===== config.mk =====
export PLATFORM = sky130hd
export DESIGN_NAME = qrst_core
export DESIGN_NICKNAME = d
export VERILOG_FILES = /design/src/qrst_pkg.sv /design/src/qrst_sync.sv /design/src/qrst_core.sv
export SDC_FILE = /design/constraint.sdc
export NUM_CORES = 1
export LEC_CHECK = 0
export BUFFER_PORTS_ARGS = -buffer_cell sky130_fd_sc_hd__buf_2
export CORE_AREA = 2 2 151 153
export DETAILED_ROUTE_END_ITERATION = 6
export DIE_AREA = 0 0 153 155
export GPL_TIMING_DRIVEN = 0
export PLACE_DENSITY_LB_ADDON = 0.05
export SYNTH_ARGS = -nofsm -noshare
export SYNTH_HDL_FRONTEND = slang
export SYNTH_SLANG_ARGS = --single-unit

===== constraint.sdc =====
create_clock -name clk -period 6.7 [get_ports clk]
set_input_delay 0.67 -clock clk [delete_from_list [all_inputs] [get_ports clk]]
set_output_delay 0.67 -clock clk [all_outputs]
set_load 0.05 [all_outputs]

===== src/qrst_pkg.sv =====
// package: constants and types of the quasi-resonant switch timing core
package qrst_pkg;
	// --------------------------------------------------------------
	// clock and timing
	// --------------------------------------------------------------
	localparam int CLK_HZ = 25000000;
	localparam int CLK_NS = 40;
	// update period of the valley target counter
	localparam int UPDATE_PERIOD_MS = 48;
	localparam int UPDATE_CYCLES = UPDATE_PERIOD_MS * (CLK_HZ / 1000);
	// line selection blanking time
	localparam int LINE_BLANK_US = 500;
	localparam int LINE_BLANK_CYCLES = LINE_BLANK_US * (CLK_HZ / 1000000);
	// ringing suppression times
	localparam int SHORT_SUPP_NS = 2500;
	localparam int LONG_SUPP_NS = 25000;
	localparam int SHORT_SUPP_CYCLES = (SHORT_SUPP_NS + CLK_NS - 1) / CLK_NS;
	localparam int LONG_SUPP_CYCLES = (LONG_SUPP_NS + CLK_NS - 1) / CLK_NS;
	// max off time, keeps switching above 20 kHz
	localparam int MAX_OFF_NS = 42500;
	localparam int MAX_OFF_CYCLES = MAX_OFF_NS / CLK_NS;
	// leading edge blanking, minimum on time
	localparam int LEB_NS = 250;
	localparam int LEB_CYCLES = (LEB_NS + CLK_NS - 1) / CLK_NS;
	// max on time
	localparam int MAX_ON_NS = 30000;
	localparam int MAX_ON_CYCLES = MAX_ON_NS / CLK_NS;
	// short-to-ground sampling instant after turn-on
	localparam int SHORT_SAMPLE_NS = 2000;
	localparam int SHORT_SAMPLE_CYCLES = (SHORT_SAMPLE_NS + CLK_NS - 1) / CLK_NS;
	// consecutive short pulses before protection
	localparam logic [1:0] SHORT_PULSES = 2'h3;
	// --------------------------------------------------------------
	// valley target limits
	// --------------------------------------------------------------
	localparam logic [3:0] LOW_MIN = 4'h1;
	localparam logic [3:0] LOW_MAX = 4'h8;
	localparam logic [3:0] HIGH_MIN = 4'h3;
	localparam logic [3:0] HIGH_MAX = 4'ha;
	localparam logic [3:0] TARGET_RESET = 4'h1;
	localparam logic [3:0] VALLEY_RESET = 4'h0;
	// --------------------------------------------------------------
	// types
	// --------------------------------------------------------------
	typedef enum logic [1:0] {
		QRST_OFF_SUPP = 2'b00,
		QRST_OFF_WAIT = 2'b01,
		QRST_ON = 2'b11
	} qrst_state_type;
	// comparator flags from the analog front end
	typedef struct packed {
		logic line_above_ref;   // line_sense_voltage above line_select_reference
		logic fb_over_up;       // feedback_level above count_up_threshold
		logic fb_over_down;     // feedback_level above count_down_threshold
		logic fb_over_reload;   // feedback_level above counter_reload_threshold
		logic valley_below_ct;  // valley_sense_input below valley_crossing_threshold
		logic valley_below_rs;  // valley_sense_input below suppression_select_threshold
		logic current_over_fb;  // scaled_current_level above feedback_level
		logic sense_below_short; // current sense below sense_short_threshold
	} qrst_flags_type;
endpackage


===== src/qrst_sync.sv =====
// module: three-stage synchroniser with agreement filter for flag inputs
`timescale 1ns/1ps
module qrst_sync #(
	parameter int WIDTH = 8
) (
	input wire logic clk, // core clock
	input wire logic rst, // asynchronous reset, active high
	input wire logic [WIDTH-1:0] din, // asynchronous inputs
	output logic [WIDTH-1:0] dout // filtered synchronous outputs
);
	// --------------------------------------------------------------
	// per-bit chain, change taken when stages two and three agree
	// --------------------------------------------------------------
	genvar i;
	generate
		for (i = 0; i < WIDTH; i++) begin : g_bit
			logic s1_reg;
			logic s2_reg;
			logic s3_reg;
			logic q_reg;
			// each bit owns its chain, one process per register set
			always_ff @(posedge clk or posedge rst) begin
				if (rst) begin
					s1_reg <= 1'b0;
					s2_reg <= 1'b0;
					s3_reg <= 1'b0;
					q_reg <= 1'b0;
				end else begin
					s1_reg <= din[i];
					s2_reg <= s1_reg;
					s3_reg <= s2_reg;
					if (s2_reg == s3_reg) begin
						q_reg <= s3_reg;
					end
				end
			end
			assign dout[i] = q_reg; // filtered level
		end
	endgenerate
endmodule // qrst_sync


===== src/qrst_core.sv =====
// module: switching timing core of a quasi-resonant flyback controller
`timescale 1ns/1ps
// Operation
// - minimum valley target is 1 at low line, 3 at high line
// - line selection changes only after the comparison holds for the blanking time
// - feedback thresholds are evaluated every 48 ms and the target updated
// - feedback always below up threshold: increment, saturating at 8 or 10
// - above up but never above down threshold: target unchanged
// - above down but never reload threshold: decrement, saturating at 1 or 3
// - above reload threshold: load target with the line minimum
// - target stays within 1..8 or 3..10, out-of-range steps ignored
// - at start-up the target takes the line minimum
// - after turn-off each falling valley crossing increments the valley counter, saturating at 15
// - valley counter clears whenever the gate drive goes high
// - suppression time is long when valley sense low, else short
// - after turn-off the gate stays low until suppression expires
// - after suppression the gate turns on when valley count equals target
// - gate turns on after max off time regardless of valleys
// - gate turns off when scaled current exceeds feedback
// - current comparator ignored during leading edge blanking after turn-on
// - gate forced low after max on time
// - three consecutive pulses with sense below short threshold enter auto-restart
module qrst_core #(
	parameter int UPDATE_CYCLES = qrst_pkg::UPDATE_CYCLES,
	parameter int LINE_BLANK_CYCLES = qrst_pkg::LINE_BLANK_CYCLES,
	parameter int MAX_OFF_CYCLES = qrst_pkg::MAX_OFF_CYCLES,
	parameter int MAX_ON_CYCLES = qrst_pkg::MAX_ON_CYCLES
) (
	input wire logic clk, // core clock, 25 MHz
	input wire logic rst, // asynchronous reset, active high
	input wire qrst_pkg::qrst_flags_type flags_in, // raw comparator flags
	output logic gate_drive, // gate drive request, high = on
	output logic high_line, // current line selection
	output logic [3:0] valley_target, // valley target counter
	output logic [3:0] valley_count, // valley counter
	output logic auto_restart // latched short-to-ground protection
);
	qrst_pkg::qrst_flags_type flags;
	qrst_pkg::qrst_state_type state_reg;
	logic [31:0] update_cnt_reg;
	logic [31:0] line_cnt_reg;
	logic [31:0] off_cnt_reg;
	logic [31:0] on_cnt_reg;
	logic [31:0] supp_len_reg;
	logic seen_up_reg;
	logic seen_down_reg;
	logic seen_reload_reg;
	logic started_reg;
	logic valley_prev_reg;
	logic [1:0] short_cnt_reg;
	logic period_end;
	logic valley_fall;
	logic turn_on;
	logic turn_off;
	logic [3:0] min_val;
	logic [3:0] max_val;

	// --------------------------------------------------------------
	// input synchronisation
	// --------------------------------------------------------------
	qrst_sync #(.WIDTH($bits(qrst_pkg::qrst_flags_type))) u_sync (
		.clk(clk),
		.rst(rst),
		.din(flags_in),
		.dout(flags)
	);

	// --------------------------------------------------------------
	// line selection
	// --------------------------------------------------------------
	// line dependent limits
	assign min_val = high_line ? qrst_pkg::HIGH_MIN : qrst_pkg::LOW_MIN;
	assign max_val = high_line ? qrst_pkg::HIGH_MAX : qrst_pkg::LOW_MAX;

	always_ff @(posedge clk or posedge rst) begin
		if (rst) begin
			high_line <= 1'b0;
			line_cnt_reg <= 32'h0;
		end else if (flags.line_above_ref == high_line) begin
			line_cnt_reg <= 32'h0;
		end else if (line_cnt_reg >= 32'(LINE_BLANK_CYCLES - 1)) begin
			high_line <= flags.line_above_ref;
			line_cnt_reg <= 32'h0;
		end else begin
			line_cnt_reg <= line_cnt_reg + 32'h1;
		end
	end

	// --------------------------------------------------------------
	// update period and sticky feedback flags
	// --------------------------------------------------------------
	assign period_end = (update_cnt_reg == 32'(UPDATE_CYCLES - 1));

	always_ff @(posedge clk or posedge rst) begin
		if (rst) begin
			update_cnt_reg <= 32'h0;
		end else if (period_end) begin
			update_cnt_reg <= 32'h0;
		end else begin
			update_cnt_reg <= update_cnt_reg + 32'h1;
		end
	end

	always_ff @(posedge clk or posedge rst) begin
		if (rst) begin
			seen_up_reg <= 1'b0;
			seen_down_reg <= 1'b0;
			seen_reload_reg <= 1'b0;
		end else if (period_end) begin
			seen_up_reg <= flags.fb_over_up;
			seen_down_reg <= flags.fb_over_down;
			seen_reload_reg <= flags.fb_over_reload;
		end else begin
			seen_up_reg <= seen_up_reg | flags.fb_over_up;
			seen_down_reg <= seen_down_reg | flags.fb_over_down;
			seen_reload_reg <= seen_reload_reg | flags.fb_over_reload;
		end
	end

	// --------------------------------------------------------------
	// valley target counter
	// --------------------------------------------------------------
	// start-up load, then per period
	always_ff @(posedge clk or posedge rst) begin
		if (rst) begin
			valley_target <= qrst_pkg::TARGET_RESET;
			started_reg <= 1'b0;
		end else if (!started_reg) begin
			valley_target <= min_val;
			started_reg <= 1'b1;
		end else if (valley_target < min_val) begin
			valley_target <= min_val; // line moved up, clamp into range
		end else if (valley_target > max_val) begin
			valley_target <= max_val; // line moved down
		end else if (period_end) begin
			if (seen_reload_reg || flags.fb_over_reload) begin
				valley_target <= min_val;
			end else if (seen_down_reg || flags.fb_over_down) begin
				if (valley_target > min_val) begin
					valley_target <= valley_target - 4'h1;
				end
			end else if (!(seen_up_reg || flags.fb_over_up)) begin
				// step up only if up threshold never seen
				if (valley_target < max_val) begin
					valley_target <= valley_target + 4'h1;
				end
			end
		end
	end

	// --------------------------------------------------------------
	// valley counter
	// --------------------------------------------------------------
	assign valley_fall = flags.valley_below_ct & ~valley_prev_reg;

	always_ff @(posedge clk or posedge rst) begin
		if (rst) begin
			valley_prev_reg <= 1'b0;
		end else begin
			valley_prev_reg <= flags.valley_below_ct;
		end
	end

	// clear on turn-on, count falling crossings
	always_ff @(posedge clk or posedge rst) begin
		if (rst) begin
			valley_count <= qrst_pkg::VALLEY_RESET;
		end else if (turn_on) begin
			valley_count <= qrst_pkg::VALLEY_RESET;
		end else if (state_reg != qrst_pkg::QRST_ON && valley_fall && valley_count != 4'hf) begin
			valley_count <= valley_count + 4'h1;
		end
	end

	// --------------------------------------------------------------
	// switching state machine
	// --------------------------------------------------------------
	// valley match, max off override
	assign turn_on = (state_reg == qrst_pkg::QRST_OFF_WAIT) && !auto_restart &&
		((valley_count == valley_target) || (off_cnt_reg >= 32'(MAX_OFF_CYCLES - 1)));
	// current trip past blanking, max on
	assign turn_off = (state_reg == qrst_pkg::QRST_ON) &&
		((flags.current_over_fb && on_cnt_reg >= 32'(qrst_pkg::LEB_CYCLES)) ||
		(on_cnt_reg >= 32'(MAX_ON_CYCLES - 1)) || auto_restart);

	// suppression hold, length chosen at turn-off
	always_ff @(posedge clk or posedge rst) begin
		if (rst) begin
			state_reg <= qrst_pkg::QRST_OFF_SUPP;
			supp_len_reg <= 32'(qrst_pkg::LONG_SUPP_CYCLES);
		end else begin
			case (state_reg)
				qrst_pkg::QRST_OFF_SUPP: begin
					if (off_cnt_reg >= supp_len_reg - 32'h1) begin
						state_reg <= qrst_pkg::QRST_OFF_WAIT;
					end
				end
				qrst_pkg::QRST_OFF_WAIT: begin
					if (turn_on) begin
						state_reg <= qrst_pkg::QRST_ON;
					end
				end
				qrst_pkg::QRST_ON: begin
					if (turn_off) begin
						state_reg <= qrst_pkg::QRST_OFF_SUPP;
						supp_len_reg <= flags.valley_below_rs ?
							32'(qrst_pkg::LONG_SUPP_CYCLES) :
							32'(qrst_pkg::SHORT_SUPP_CYCLES);
					end
				end
				default: begin
					state_reg <= qrst_pkg::QRST_OFF_SUPP;
				end
			endcase
		end
	end

	// off and on timers
	always_ff @(posedge clk or posedge rst) begin
		if (rst) begin
			off_cnt_reg <= 32'h0;
			on_cnt_reg <= 32'h0;
		end else begin
			if (state_reg == qrst_pkg::QRST_ON) begin
				off_cnt_reg <= 32'h0;
				on_cnt_reg <= turn_off ? 32'h0 : on_cnt_reg + 32'h1;
			end else begin
				off_cnt_reg <= turn_on ? 32'h0 : off_cnt_reg + 32'h1;
				on_cnt_reg <= 32'h0;
			end
		end
	end

	// gate output register
	always_ff @(posedge clk or posedge rst) begin
		if (rst) begin
			gate_drive <= 1'b0;
		end else begin
			gate_drive <= turn_on | (gate_drive & ~turn_off);
		end
	end

	// --------------------------------------------------------------
	// current sense short-to-ground
	// --------------------------------------------------------------
	// consecutive low samples
	always_ff @(posedge clk or posedge rst) begin
		if (rst) begin
			short_cnt_reg <= 2'h0;
			auto_restart <= 1'b0;
		end else if (state_reg == qrst_pkg::QRST_ON &&
				on_cnt_reg == 32'(qrst_pkg::SHORT_SAMPLE_CYCLES)) begin
			if (flags.sense_below_short) begin
				if (short_cnt_reg == qrst_pkg::SHORT_PULSES - 2'h1) begin
					auto_restart <= 1'b1;
				end
				if (short_cnt_reg != qrst_pkg::SHORT_PULSES) begin
					short_cnt_reg <= short_cnt_reg + 2'h1;
				end
			end else begin
				short_cnt_reg <= 2'h0;
			end
		end
	end

	// --------------------------------------------------------------
	// assertions
	// --------------------------------------------------------------
	AST_RANGE: assert property (@(posedge clk) disable iff (rst)
		started_reg && $stable(high_line) && $past(valley_target) >= min_val &&
		$past(valley_target) <= max_val |-> valley_target >= min_val && valley_target <= max_val)
		else $error("valley target out of range");
	AST_RELOAD: assert property (@(posedge clk) disable iff (rst)
		period_end && started_reg && seen_reload_reg && valley_target >= min_val &&
		valley_target <= max_val |=> valley_target == $past(min_val))
		else $error("reload did not load minimum");
	AST_HOLD: assert property (@(posedge clk) disable iff (rst)
		!period_end && started_reg && valley_target >= min_val && valley_target <= max_val
		|=> $stable(valley_target) || !$stable(high_line))
		else $error("target changed outside update");
	AST_CLEAR: assert property (@(posedge clk) disable iff (rst)
		$rose(gate_drive) |-> valley_count == 4'h0)
		else $error("valley counter not cleared at turn-on");
	AST_SUPP: assert property (@(posedge clk) disable iff (rst)
		state_reg == qrst_pkg::QRST_OFF_SUPP |=> !gate_drive)
		else $error("gate high during suppression");
	AST_MATCH: assert property (@(posedge clk) disable iff (rst)
		state_reg == qrst_pkg::QRST_OFF_WAIT && !auto_restart && valley_count == valley_target
		|=> gate_drive)
		else $error("no turn-on at valley match");
	AST_LEB: assert property (@(posedge clk) disable iff (rst)
		$rose(gate_drive) && !auto_restart |-> gate_drive [*8])
		else $error("gate on shorter than blanking");
	AST_MAXON: assert property (@(posedge clk) disable iff (rst)
		on_cnt_reg < 32'(MAX_ON_CYCLES))
		else $error("gate on beyond max on time");
	AST_MAXOFF: assert property (@(posedge clk) disable iff (rst)
		!auto_restart |-> off_cnt_reg < 32'(MAX_OFF_CYCLES + qrst_pkg::LONG_SUPP_CYCLES + 2))
		else $error("gate off beyond max off time");
	AST_OFF: assert property (@(posedge clk) disable iff (rst)
		turn_off |=> !gate_drive)
		else $error("gate did not turn off");

	COV_ON: cover property (@(posedge clk) disable iff (rst) $rose(gate_drive));
	COV_LINE: cover property (@(posedge clk) disable iff (rst) $rose(high_line));
	COV_UP: cover property (@(posedge clk) disable iff (rst)
		period_end && !seen_up_reg ##1 valley_target > min_val);
	COV_AR: cover property (@(posedge clk) disable iff (rst) $rose(auto_restart));
endmodule // qrst_core


# After elaboration in Yosys (flattened, before gate mapping)
# Cells that the tools add are included.
[op_classes] eq_ne=26 magnitude_cmp=9 bitwise=9 add_sub_neg=9 n_reduce_logical=22 muxes=30
[ops] cell="32-bit two-way mux" n=7
[ops] cell="32-bit by 1-bit adder with 32-bit output (second input constant)" n=4
[ops] cell="4-bit two-way mux" n=11
[ops] cell="32-bit by 21-bit == test with 1-bit output (second input constant)" n=1
[ops] cell="32-bit by 6-bit == test with 1-bit output (second input constant)" n=1
[ops] cell="32-bit by 10-bit greater-or-equal comparator with 1-bit output (second input constant)" n=1
[ops] cell="32-bit by 11-bit greater-or-equal comparator with 1-bit output (second input constant)" n=1
[ops] cell="32-bit by 14-bit greater-or-equal comparator with 1-bit output (second input constant)" n=1
[ops] cell="32-bit by 3-bit greater-or-equal comparator with 1-bit output (second input constant)" n=1
[ops] cell="32-bit greater-or-equal comparator" n=1
[ops] cell="32-bit by 1-bit subtractor with 32-bit output (second input constant)" n=1
[ops] cell="2-bit two-way mux" n=7
[ops] cell="2-bit != test (second input constant)" n=6
[ops] cell="10-bit two-way mux" n=1
[ops] cell="1-bit == test" n=9
[ops] cell="4-bit by 1-bit adder with 4-bit output (second input constant)" n=2
[ops] cell="1-bit logical AND" n=7
[ops] cell="1-bit logical OR" n=6
[ops] cell="6-bit by 1-bit != test with 1-bit output (second input constant)" n=1
[ops] cell="6-bit by 5-bit != test with 1-bit output (second input constant)" n=1
[ops] cell="6-bit != test (second input constant)" n=1
[ops] cell="2-bit one-hot mux with 3 select lines" n=1
[ops] cell="2-bit AND reduction" n=3
[ops] cell="3-bit AND reduction" n=2
[ops] cell="19 further kinds" n=28
[word_totals] output_inout_bits=11 reg_bits=212

# Depth between registers and ports, before layout
# Gate-level depths: netlist (run 1).
[logic_depth] depth_word=10 mapped_depth=9

# By module
# Synthesis (run 1) repeated with hierarchy kept, for this count alone.
[hier_totals] cells_unflattened=669 area_unflattened_um2=7648.6
[modules_own_cells] mod="qrst_core" seq_area_each_um2=3756.1 cells_per_inst=620 instances=1 area_per_inst_um2=6693.9
[modules_own_cells] mod="qrst_sync" seq_area_each_um2=800.8 cells_per_inst=49 instances=1 area_per_inst_um2=954.7

# Least setup slack after synthesis (run 1)
# OpenSTA, ideal clock, no wires.
[synth_timing] path_type="reg-to-reg" from="register line_cnt_reg[0]" to="register line_cnt_reg[10]" synth_period_minus_slack_ns=2.142 setup_time_ns=0.072 path_stages_with_launch=9 path_slack_ns=4.558 arrival_time_ns=2.070 path_cell_list="dfrtp_1 -> ha_1 -> or3_1 -> a21oi_1 -> o21ai_0 -> a311o_1 -> nand2b_1 -> clkbuf_1 -> nor2_1"
[synth_between] elab_chain_len=3 word_cells_on_any_way=4 classes_between="add/sub (1); order compare (1); mux (2)"
[synth_lines] item="start, declared" line_no="qrst_core.sv:41" rtl="logic [31:0] line_cnt_reg;"
[synth_lines] item="start signal, assigned" line_no="qrst_core.sv:85" rtl="line_cnt_reg <= line_cnt_reg + 32'h1;"
[synth_lines] item="32-bit by 1-bit adder with 32-bit output / 32-bit by 14-bit greater-or-equal comparator with 1-bit output (equally long branches)" line_no="qrst_core.sv:85, qrst_core.sv:81"
[synth_lines] item="32-bit two-way mux *" line_no="qrst_core.sv:81" rtl="end else if (line_cnt_reg >= 32'(LINE_BLANK_CYCLES - 1)) begin"
[synth_lines] item="32-bit two-way mux *" line_no="qrst_core.sv:79" rtl="end else if (flags.line_above_ref == high_line) begin"
# Mark *: on every way between the ends. The rest lies on a longest branch, timed or not.
# A chain may end at the register's enable or synchronous reset.

# Worst setup path after layout (run 1)
[layout_timing] from="register on_cnt_reg[25]" to="register on_cnt_reg[5]"
[layout_between] elab_chain_len=7 word_cells_on_any_way=8 classes_between="order compare (2); mux (2); reduce/logical (4)"
[layout_lines] item="start, declared" line_no="qrst_core.sv:43" rtl="logic [31:0] on_cnt_reg;"
[layout_lines] item="start signal, assigned" line_no="qrst_core.sv:226" rtl="on_cnt_reg <= turn_off ? 32'h0 : on_cnt_reg + 32'h1;"
[layout_lines] item="32-bit by 3-bit greater-or-equal comparator with 1-bit output" line_no="qrst_core.sv:183" rtl="((flags.current_over_fb && on_cnt_reg >= 32'(qrst_pkg::LEB_CYCLES)) ||"
[layout_lines] item="1-bit logical AND" line_no="qrst_core.sv:183"
[layout_lines] item="1-bit logical OR *" line_no="qrst_core.sv:183"
[layout_lines] item="1-bit logical OR *" line_no="qrst_core.sv:184" rtl="(on_cnt_reg >= 32'(MAX_ON_CYCLES - 1)) || auto_restart);"
[layout_lines] item="1-bit logical AND *" line_no="qrst_core.sv:182" rtl="assign turn_off = (state_reg == qrst_pkg::QRST_ON) &&"
[layout_lines] item="32-bit two-way mux *" line_no="qrst_core.sv:226"
[layout_lines] item="32-bit two-way mux *" line_no="qrst_core.sv:224" rtl="if (state_reg == qrst_pkg::QRST_ON) begin"
# Marks and branches as above.

==> flow_summary.toml, run 1 <==
[power_and_ir_drop]
seqPwrFrac_pct = 49.4
powerDensity_nw_per_um2 = 272.0
internal_power_uw = 1742
p_sw_uw = 649.2
p_sw_share_pct = 27.15
leakagePower_uw = 0.003950
clkPwrFrac_pct = 41.2
ir_worst_vdd_v = 0.0001621
power_frac_comb_pct = 9.4
power_uw = 2391

[timing]
max_freq_mhz = 409.0
slew_violations = 0
fin_crit_ns = 2.445
relSlewSlack_pct = 53.41
finalCritPeriodShare_pct = 36.49
final-hold-violation-count = 0
worst_slew_pin_slew_ns = 0.6935
fin_skew_ns = 0.01264
rsz0062_at_grt = "no"
finalSetupViolCount = 0

[floorplanning]
die_x_um = 153
dieArea_um2 = 23720
ios = 21
rows = 55
fp.coreArea_um2 = 22230
fp.dieH_um = 155
start_util_pct = 34.06

[synth]
yosysUniqueCellTypes = 56
synth_edf_count = 0
yosys-top-cells-area = "dfrtp_1 60%, xor2_1 5.2%, xnor2_1 5.1%, nor2_1 4.7%, ha_1 3.5%"
synthCells = 657
yosysTopAreaCell = "dfrtp_1"
ys_warn_count = 0
netlist.area_leader.share_pct = 59.50
synth-seq-cells = 182
async_flop_share_pct = 100.0
yosysSeqAreaShare_pct = 60.20
avgSynthCellArea_um2 = 11.52
ys.flop_type = "dfrtp_1"
syn_area_um2 = 7570

[global_routing]
grt_max_degree = 124
antenna_found_initial = 0
grt_pass1_vias = 4910
grt-ovfl-total = 0
grt_pass1_wl_um = 23830
track_usage_pct = 12.48

[critical_path]
cp-end-kind = "flop"
startpoint_type = "flop"
cpPeakStageDelay_ns = 0.52
arrival_ns = 2.79
critical-path-slowest-cell = "or4_1"
worstPathMaxFanout = 10
r2r_start = "on_cnt_reg[25]"
reg2reg_depth = 6
worstSetupStartpoint = "on_cnt_reg[25]"
worstSetupPathType = "flop to flop"
critPathRequiredTime_ns = 7.05
crit_chain = "or4_1 -> nor4_1 -> o211ai_1 -> or2_2 -> clkbuf_1 -> nor2_1"

[clock_network]
cts_resized = 0
clock-sinks = 182
cts_buffers = 17
post-cts-setup-buffer-count = 0
clk_latency_ns = 0.43
h-tree-depth = 4
cts_hold_buf = 0
clock_path_buffers = 2
cts_root_buf = "clkbuf_16"
cts_tree = "built"
clk_pin_slew_ns = 0.07

[routing]
ant_nets = 0
drt_first_pass_iters = 4
wl_um = 13890
drt-initial-drc-count = 170
avgViaCountPerCell = 4.588
wl_per_cell_um = 13.43
vias = 4744
route.detailed.drc = 0

[placed_design]
globalplace.congestion = 0.7710
placed_cell_area_um2 = 8208
hpwlAfterDp_um = 9387
io_buffer_count = 20

[layout]
final_cell_area_um2 = 8791
finalCoreUtilization_pct = 39.55
syn2layout_area_growth_pct = 16.13
n_antenna_cell = 0
drive_gt1_share_pct = 9.880
fill_cells = 2162
fin_nets = 768

[status]
outcome = "completed"

[job]
maxCapViolCount = 0

[min_path]
hold_class = "input pin to async pin"
[worst paths after layout]
path	to	slack (ns)
setup / recovery	on_cnt_reg[5]	4.26
hold / removal	line_cnt_reg[23]	0.26
hold reg to reg	u_sync.g_bit[2].s2_reg	0.34
setup reg to reg	on_cnt_reg[5]	4.26
max in group asynchronous	off_cnt_reg[22]	5.51
min in group clk	u_sync.g_bit[2].s2_reg	0.34
[per-stage QoR]
stage | TNS, ns | worst slack [ns] | hold slack [ns] | std cells
floorplan | 0 | 1.090 | 0.3312 | 696
global placement | -170.21 | -0.9617 | 0.3348 | 1001
detailed placement | 0 | 4.245 | 0.3347 | 1002
CTS | 0 | 4.230 | 0.2683 | 1034
global route | 0 | 4.040 | 0.2850 | 1034
finish | 0 | 4.255 | 0.2609 | 1034
[routing by layer]
layer,wire [um],up-vias,GRT usage (%)
met5,0,-,0
met4,160,0,4.101
met3,310,11,3.259
met2,6665,45,20.52
met1,6754,2340,16.17
li1,-,2348,-
[cells by family (layout without fill, tap and decap cells)]
group | Yosys count | in the layout | share of synthesized area, %
AOI/OAI and AO/OA | 48 | 48 | 4.331
xor gates and xnor gates | 89 | 89 | 10.30
adders and majority gates | 30 | 30 | 4.793
buffers and inverters | 34 | 87 | 1.984
DFF | 182 | 182 | 60.20
muxes | 4 | 4 | 0.5455
other | 2 | 41 | 0.09921
and+or+nand+nor | 268 | 268 | 17.75
[cell type report]
type                            count  area [um2]  area share, %
Multi-Input combinational cell    480        3009          34.23
Tap cell                          285       356.6          4.056
Timing Repair Buffer               21       127.6          1.452
Sequential cell                   182        4557          51.84
Clock buffer                       18       429.2          4.882
Buffer                             10       60.06         0.6832
Inverter                           24       97.59          1.110
Clock inverter                     14       153.9          1.751
[cells in the final DEF (no fill, tap or decap), drive strengths merged, types with 6 or more instances in the layout]
cell	n
clkbuf	25
dfrtp	180
nand3	30
nand2	41
buf	24
nand2b	7
o21ai	10
nor3	6
nor2	97
and3	16
ha	21
a21o	7
nand4	20
maj3	8
nor4	19
inv	32
a21oi	11
xor2	45
xnor2	44
conb	41
and4	9
[critical path, delay by kind of cell (launching register included)]
family                 cells  cell delay (ns)
and+or+nand+nor            4             1.51
DFF                        1             0.35
AOI/OAI and AO/OA          1             0.28
buffers and inverters      1             0.23
[power groups by stage]
| stage | sequential (uW) | combinational, uW | clock (uW) |
|---|---|---|---|
| 6_report | 1180 | 225 | 985 |
| 5_1_grt | 1190 | 251 | 1070 |
| 4_1_cts | 1180 | 231 | 1020 |
| 3_5_place_dp | 1200 | 231 | 0 |
| 3_3_place_gp | 1200 | 226 | 0 |
| 2_1_floorplan | 1240 | 122 | 0 |
[cell usage after synthesis (all sizes together) (3+ instances only)]
cell / count
and2: 4
nor2: 97
maj3: 8
mux2i: 3
and3: 16
or2: 4
and4: 9
nor4: 19
clkbuf: 7
nor2b: 3
a21o: 7
or3: 3
nand4: 20
dfrtp: 180
xor2: 45
a211oi: 5
ha: 21
nand3: 30
inv: 24
a21oi: 11
buf: 3
nor3: 6
nand2: 41
or4: 4
xnor2: 44
o21ai: 10
nand2b: 7
No activity file was read; power rests on OpenSTA's default activity.
==> inputs of run 2 (changes only) <==
--- a/config.mk
+++ b/config.mk
@@ -5,10 +5,11 @@
 export SDC_FILE = /design/constraint.sdc
 export NUM_CORES = 1
 export LEC_CHECK = 0
+export ABC_AREA = 1
 export BUFFER_PORTS_ARGS = -buffer_cell sky130_fd_sc_hd__buf_2
-export CORE_AREA = 2 2 151 153
+export CORE_AREA = 2 2 161 163
 export DETAILED_ROUTE_END_ITERATION = 6
-export DIE_AREA = 0 0 153 155
+export DIE_AREA = 0 0 163 165
 export GPL_TIMING_DRIVEN = 0
 export PLACE_DENSITY_LB_ADDON = 0.05
 export SYNTH_ARGS = -nofsm -noshare
==> constraint.sdc (replaced) <==
create_clock -name clk -period 2.48 [get_ports clk]
set_input_delay 0.248 -clock clk [delete_from_list [all_inputs] [get_ports clk]]
set_output_delay 0.248 -clock clk [all_outputs]
set_load 0.05 [all_outputs]
==> run 2 against run 1 <==
- largest cell class unchanged
- setup slack lost 3.7 ns
- sequential cell count stayed put
- synthesized area grew 15%
- largest power group unchanged
==> flow_summary.toml, run 2 <==
[status]
outcome = "completed"

[synth]
yosysUniqueCellTypes = 37
syn_area_um2 = 8676
yosysTopAreaCell = "dfrtp_1"
yosysSeqAreaShare_pct = 52.52
ys.flop_type = "dfrtp_1"
synth-seq-cells = 182
async_flop_share_pct = 100.0
synthCells = 998
synth_edf_count = 0
netlist.area_leader.share_pct = 51.92
avgSynthCellArea_um2 = 8.693
yosys-top-cells-area = "dfrtp_1 52%, nand2_1 9.5%, nor2_1 7.2%, xor2_1 5.7%, inv_1 5.1%"
ys_warn_count = 0
yosys.cell_count.top_type = "nand2_1"
synth_common_cells = "220 x nand2_1, 180 x dfrtp_1, 167 x nor2_1"

[global_routing]
grt-ovfl-total = 0
grt_pass1_vias = 6282
grt_use_met1_pct = 20.59
grt_pass1_wl_um = 31850
antenna_found_initial = 0
met2_usage_pct = 24.29
top_usage_layer = "met2"
grt_max_degree = 41
track_usage_pct = 14.99
use_met3_pct = 3.089

[job]
maxCapViolCount = 0

[critical_path]
worstSetupPathType = "flop to flop"
rrSetupSlack_ns = 0.55
r2r_start = "high_line"
critical_path.most_common_cell = "nand2_1"
worstPathMaxFanout = 6
crit_chain = "inv_1 -> ha_1 -> nand2_1 -> nand3b_1 -> nand2_1 -> nor2_2 -> nand2_1 -> nand2_1 -> o21ai_1 -> nand2_1 -> nand2_1"
rr_endpoint = "valley_target[1]"
cpPeakStageDelay_ns = 0.50
startpoint_type = "flop"
critical-path-slowest-cell = "dfrtp_1"
cp-end-kind = "flop"
reg2reg_depth = 11
critPathRequiredTime_ns = 2.79
arrival_ns = 2.24

[routing]
vias = 6197
wl_um = 18200
wl_per_cell_um = 12.70
ant_nets = 0
avgViaCountPerCell = 4.324
drt-initial-drc-count = 396
route.detailed.drc = 0
drt_first_pass_iters = 4

[clock_network]
clock_path_buffers = 2
cts_buffers = 17
h-tree-depth = 4
cts_tree = "built"
cts_resized = 0
clock-sinks = 182
cts_hold_buf = 9
cts_root_buf = "clkbuf_16"
clk_latency_ns = 0.43
post-cts-setup-buffer-count = 0
clk_pin_slew_ns = 0.07

[layout]
n_antenna_cell = 0
final_cell_mix = "220 x nand2_1, 180 x dfrtp_1, 167 x nor2_1"
final_common_cell = "nand2_1"
final_cells = 1433
syn2layout_area_growth_pct = 16.76
finalCoreUtilization_pct = 40.46
fin_nets = 1122
fill_cells = 2566
drive_gt1_share_pct = 10.34

[timing]
max_freq_mhz = 518.1
timing.final.ws_setup_ns = 0.5501
final-hold-violation-count = 0
fin_crit_ns = 1.930
relSlewSlack_pct = 58.57
worst_slew_pin_slew_ns = 0.6202
rsz0062_at_grt = "no"
fin_skew_ns = 0.01190
hold_ws_ns = 0.3527
finalCritPeriodShare_pct = 77.82
slew_violations = 0
finalSetupViolCount = 0
setup_tns_ns = 0

[floorplanning]
start_util_pct = 34.65
rows = 58
die_x_um = 163
ios = 21
dieArea_um2 = 26900
fp.coreArea_um2 = 25040
fp.dieH_um = 165

[power_and_ir_drop]
powerDensity_nw_per_um2 = 675.3
leakagePower_uw = 0.004633
ir_worst_vdd_v = 0.0003991

[placed_design]
hpwlAfterDp_um = 13630
io_buffer_count = 20
preCtsSetupSlack_ns = 0.5107
globalplace.congestion = 0.8201
numPlacedInstances = 1392

[min_path]
worstHoldEndpoint = "u_sync.g_bit[0].s2_reg"
min-delay-start = "u_sync.g_bit[0].s1_reg"
hold_class = "flop to flop"
whs_path_depth = 0
## run 2: changes by cell type after synthesis, moves of 26 or more
cell	before	now
nand3_1	30	56
nor3_1	6	45
nand2_1	41	220
inv_1	24	118
xnor2_1	44	11
nor2_1	95	167
## run 2: worst max-delay path by stage
stage                          from               end  depth (start not counted)
after floorplan                 rst      auto_restart                          1
after global placement          rst    on_cnt_reg[15]                          2
after detailed placement  high_line  valley_target[1]                         11
after CTS                 high_line  valley_target[1]                         11
after global routing      high_line  valley_target[1]                         11
final                     high_line  valley_target[1]                         11
## run 2: final cells by class
type / count / area, um2 / share of cell area [%]
repair buffers: 34 / 290.3 / 2.866
inverters: 121 / 457.9 / 4.521
flip-flops and latches: 182 / 4557 / 44.99
clock inverters: 12 / 163.9 / 1.618
clock buffers: 20 / 436.7 / 4.311
multi-input cells: 726 / 3750 / 37.02
well taps: 330 / 412.9 / 4.076
plain buffers: 8 / 61.31 / 0.6052
## run 2: critical path: cells and delay by family (launching register included)
| family | cells | cell delay (ns) |
|---|---|---|
| AOI/OAI and AO/OA | 1 | 0.06 |
| and+or+nand+nor | 8 | 0.81 |
| buffers and inverters | 1 | 0.12 |
| adders and majority gates | 1 | 0.33 |
| DFF | 1 | 0.50 |
## run 2: per-stage QoR
stage | instance area (um2) | total power, uW
after floorplan | 8826 | 3866
after global placement | 9339 | 4094
after detailed placement | 9439 | 4119
after CTS | 10130 | 6997
after global routing | 10130 | 7233
final | 10130 | 6841
## run 2: power breakdown
part	internal, uW	switching [uW]	total (uW)
Clock	1540	1260	2800
Combinational	273	578	851
Sequential	3090	103	3190
## run 2: metal layers
| metal | wire length (um) | up-vias |
|---|---|---|
| li1 | - | 3268 |
| met5 | 0 | - |
| met4 | 197 | 0 |
| met2 | 8370 | 39 |
| met1 | 9223 | 2873 |
| met3 | 411 | 17 |
## run 2: logic make-up after synthesis
group	count (synthesis)	share of synthesized area [%]
XOR/XNOR	67	6.764
AND/OR/NAND/NOR	568	29.20
flip-flops	182	52.52
buffers and inverters	129	5.942
other	2	0.08656
adder cells (fa/ha/maj)	30	4.182
AO/OA/AOI/OAI	20	1.298
==> inputs of run 3 (changes only) <==
--- a/config.mk
+++ b/config.mk
@@ -5,11 +5,11 @@
 export SDC_FILE = /design/constraint.sdc
 export NUM_CORES = 1
 export LEC_CHECK = 0
-export ABC_AREA = 1
+export ABC_AREA = 0
 export BUFFER_PORTS_ARGS = -buffer_cell sky130_fd_sc_hd__buf_2
-export CORE_AREA = 2 2 161 163
+export CORE_AREA = 2 2 151 153
 export DETAILED_ROUTE_END_ITERATION = 6
-export DIE_AREA = 0 0 163 165
+export DIE_AREA = 0 0 153 155
 export GPL_TIMING_DRIVEN = 0
 export PLACE_DENSITY_LB_ADDON = 0.05
 export SYNTH_ARGS = -nofsm -noshare
==> constraint.sdc (replaced) <==
create_clock -name clk -period 1.9 [get_ports clk]
set_input_delay 0.19 -clock clk [delete_from_list [all_inputs] [get_ports clk]]
set_output_delay 0.19 -clock clk [all_outputs]
set_load 0.05 [all_outputs]
==> run 3 against run 2 <==
- first-iteration DRC count shrank 66%
- highest routed layer unchanged
- register-to-register slack worse by 0.79 ns
- global-route usage shrank 1.6 points
- non-clock buffer count increased by 38
- cell area down 4.4%
- worst hold slack got worse by 0.0026 ns
- utilization increased by 3.1 points
- the run now ends with negative setup slack left
- via count fell by 19%
- setup slack worse by 0.79 ns
- critical endpoint is now state_reg[0]
- largest power group unchanged
- clock power rose by 20%
- cell count decreased by 24%
- sequential cell count is the same
==> flow_summary.toml, run 3 (synthesis results as in run 1) <==
[power_and_ir_drop]
clkPwrFrac_pct = 39.7
seqPwrFrac_pct = 49.0
p_sw_uw = 2386
p_sw_share_pct = 28.11
power_frac_comb_pct = 11.3
leakagePower_uw = 0.004256
powerDensity_nw_per_um2 = 876.4
internal_power_uw = 6101
ir_worst_vdd_v = 0.0005140

[min_path]
hold_class = "flop to flop"

[timing]
fin_skew_ns = 0.01123
rsz0062_at_grt = "yes"
worst_slew_pin_slew_ns = 0.6661
finalCritPeriodShare_pct = 112.4
final-hold-violation-count = 0
fin_crit_ns = 2.135
timing.final.ws_setup_ns = -0.2354
slew_violations = 0
relSlewSlack_pct = 55.50
finalSetupViolCount = 57
max_freq_mhz = 468.3

[floorplanning]
ios = 21
start_util_pct = 34.06
die_x_um = 153
fp.dieH_um = 155
rows = 55
dieArea_um2 = 23720
fp.coreArea_um2 = 22230

[critical_path]
worstSetupStartpoint = "off_cnt_reg[18]"
startpoint_type = "flop"
crit_family = "simple AND/OR/NAND/NOR gates"
arrival_ns = 2.45
timing.critical_path.buf_inv = 1
rr_endpoint = "state_reg[0]"
worst-path-stages = 6
cp-end-kind = "flop"
crit_chain = "or4_1 -> or4_4 -> buf_4 -> nor4_4 -> o22ai_1 -> a31o_2"
crit_end = "state_reg[0]"
critical-path-slowest-cell = "or4_1"
r2r_start = "off_cnt_reg[18]"
worstPathMaxFanout = 3
rrSetupSlack_ns = -0.24
critPathRequiredTime_ns = 2.22
worstSetupPathType = "flop to flop"
cpPeakStageDelay_ns = 0.52
reg2reg_depth = 6

[global_routing]
grt_pass1_wl_um = 25470
track_usage_pct = 13.38
grt_pass1_vias = 5265
antenna_found_initial = 0
grt_max_degree = 42
grt-ovfl-total = 0

[layout]
fin_nets = 817
regArea_um2 = 4569
drive_gt1_share_pct = 24.59
syn2layout_area_growth_pct = 27.93
fill_cells = 2119
final_common_cell = "dfrtp_1"
n_antenna_cell = 0
final_cell_mix = "170 x dfrtp_1, 67 x nor2_1, 45 x xor2_1"
multi_input_area_um2 = 3432
finalCoreUtilization_pct = 43.57

[status]
outcome = "finished, violations left"
failed_checks = "negative setup slack"

[routing]
route.detailed.drc = 0
drt_first_pass_iters = 4
vias = 5023
ant_nets = 0
wl_um = 14760
avgViaCountPerCell = 4.642
wl_per_cell_um = 13.64
drt-initial-drc-count = 136

[clock_network]
cts_root_buf = "clkbuf_16"
clk_latency_ns = 0.43
clk_pin_slew_ns = 0.07
clock_path_buffers = 2
h-tree-depth = 4
cts_tree = "built"
cts_buffers = 17
clock-sinks = 182

[placed_design]
preCtsSetupSlack_ns = -0.5315
hpwlAfterDp_um = 9630
globalplace.congestion = 0.7480
io_buffer_count = 20

[job]
maxCapViolCount = 0
[run 3: worst min path at each step]
stage | start | cells after the start | endpoint
after global placement | flags_in[0] | 1 | u_sync.g_bit[0].s1_reg
after CTS | u_sync.g_bit[0].s1_reg | 0 | u_sync.g_bit[0].s2_reg
after detailed placement | flags_in[1] | 1 | u_sync.g_bit[1].s1_reg
final | u_sync.g_bit[2].s1_reg | 0 | u_sync.g_bit[2].s2_reg
after global routing | u_sync.g_bit[7].s1_reg | 0 | u_sync.g_bit[7].s2_reg
after floorplan | flags_in[0] | 0 | u_sync.g_bit[0].s1_reg
[run 3: per-stage QoR]
step           power [uW]  cell area, um2  setup TNS (ns)  instances  hold WS [ns]
6_report             8487            9684          -8.634       1082        0.3501
2_1_floorplan        4807            7754         -117.54        696        0.2214
3_3_place_gp         5029            8210         -347.19       1001        0.2979
4_1_cts              8598            9480          -13.06       1080        0.3533
5_1_grt              8921            9684          -16.25       1082        0.3625
3_5_place_dp         5068            8290          -28.35       1005        0.2993
[run 3: what timing repair did]
| item | 4_1_cts | 5_1_grt |
|---|---|---|
| setup endpoints to repair | 95 | 90 |
| hold endpoints to repair | 34 | 0 |
| pin swaps | 37 | 19 |
| buffers inserted | 36 | 3 |
| gates resized for setup | 66 | 52 |
| cloned | 2 | 0 |
| hold buffers | 9 | 0 |
[run 3: layout make-up]
cell class / instances / share of cell area (%)
Buffer: 7 / 0.8656
Clock buffer: 18 / 4.432
Clock inverter: 13 / 1.344
Inverter: 24 / 0.9690
Multi-Input combinational cell: 480 / 35.44
Sequential cell: 182 / 47.18
Tap cell: 285 / 3.682
Timing Repair Buffer: 73 / 6.085
[run 3: worst reg2reg max path: stages, from the launching register on]
cell     delay, ns
dfrtp_1       0.41
or4_1         0.52
or4_4         0.47
buf_4         0.17
nor4_4        0.12
o22ai_1       0.12
a31o_2        0.22
[run 3: per-layer routing]
metal | global-route usage (%) | wire length [um]
met2 | 22.72 | 7424
met3 | 3.621 | 408
met1 | 16.72 | 6758
met4 | 4.189 | 170
met5 | 0 | 0
[run 3: power groups by stage]
stage | registers, uW | logic [uW] | clock network, uW
after floorplan | 4370 | 437 | 0
after global placement | 4240 | 790 | 0
after detailed placement | 4240 | 824 | 0
after CTS | 4160 | 932 | 3500
after global routing | 4190 | 1060 | 3670
final | 4160 | 956 | 3370
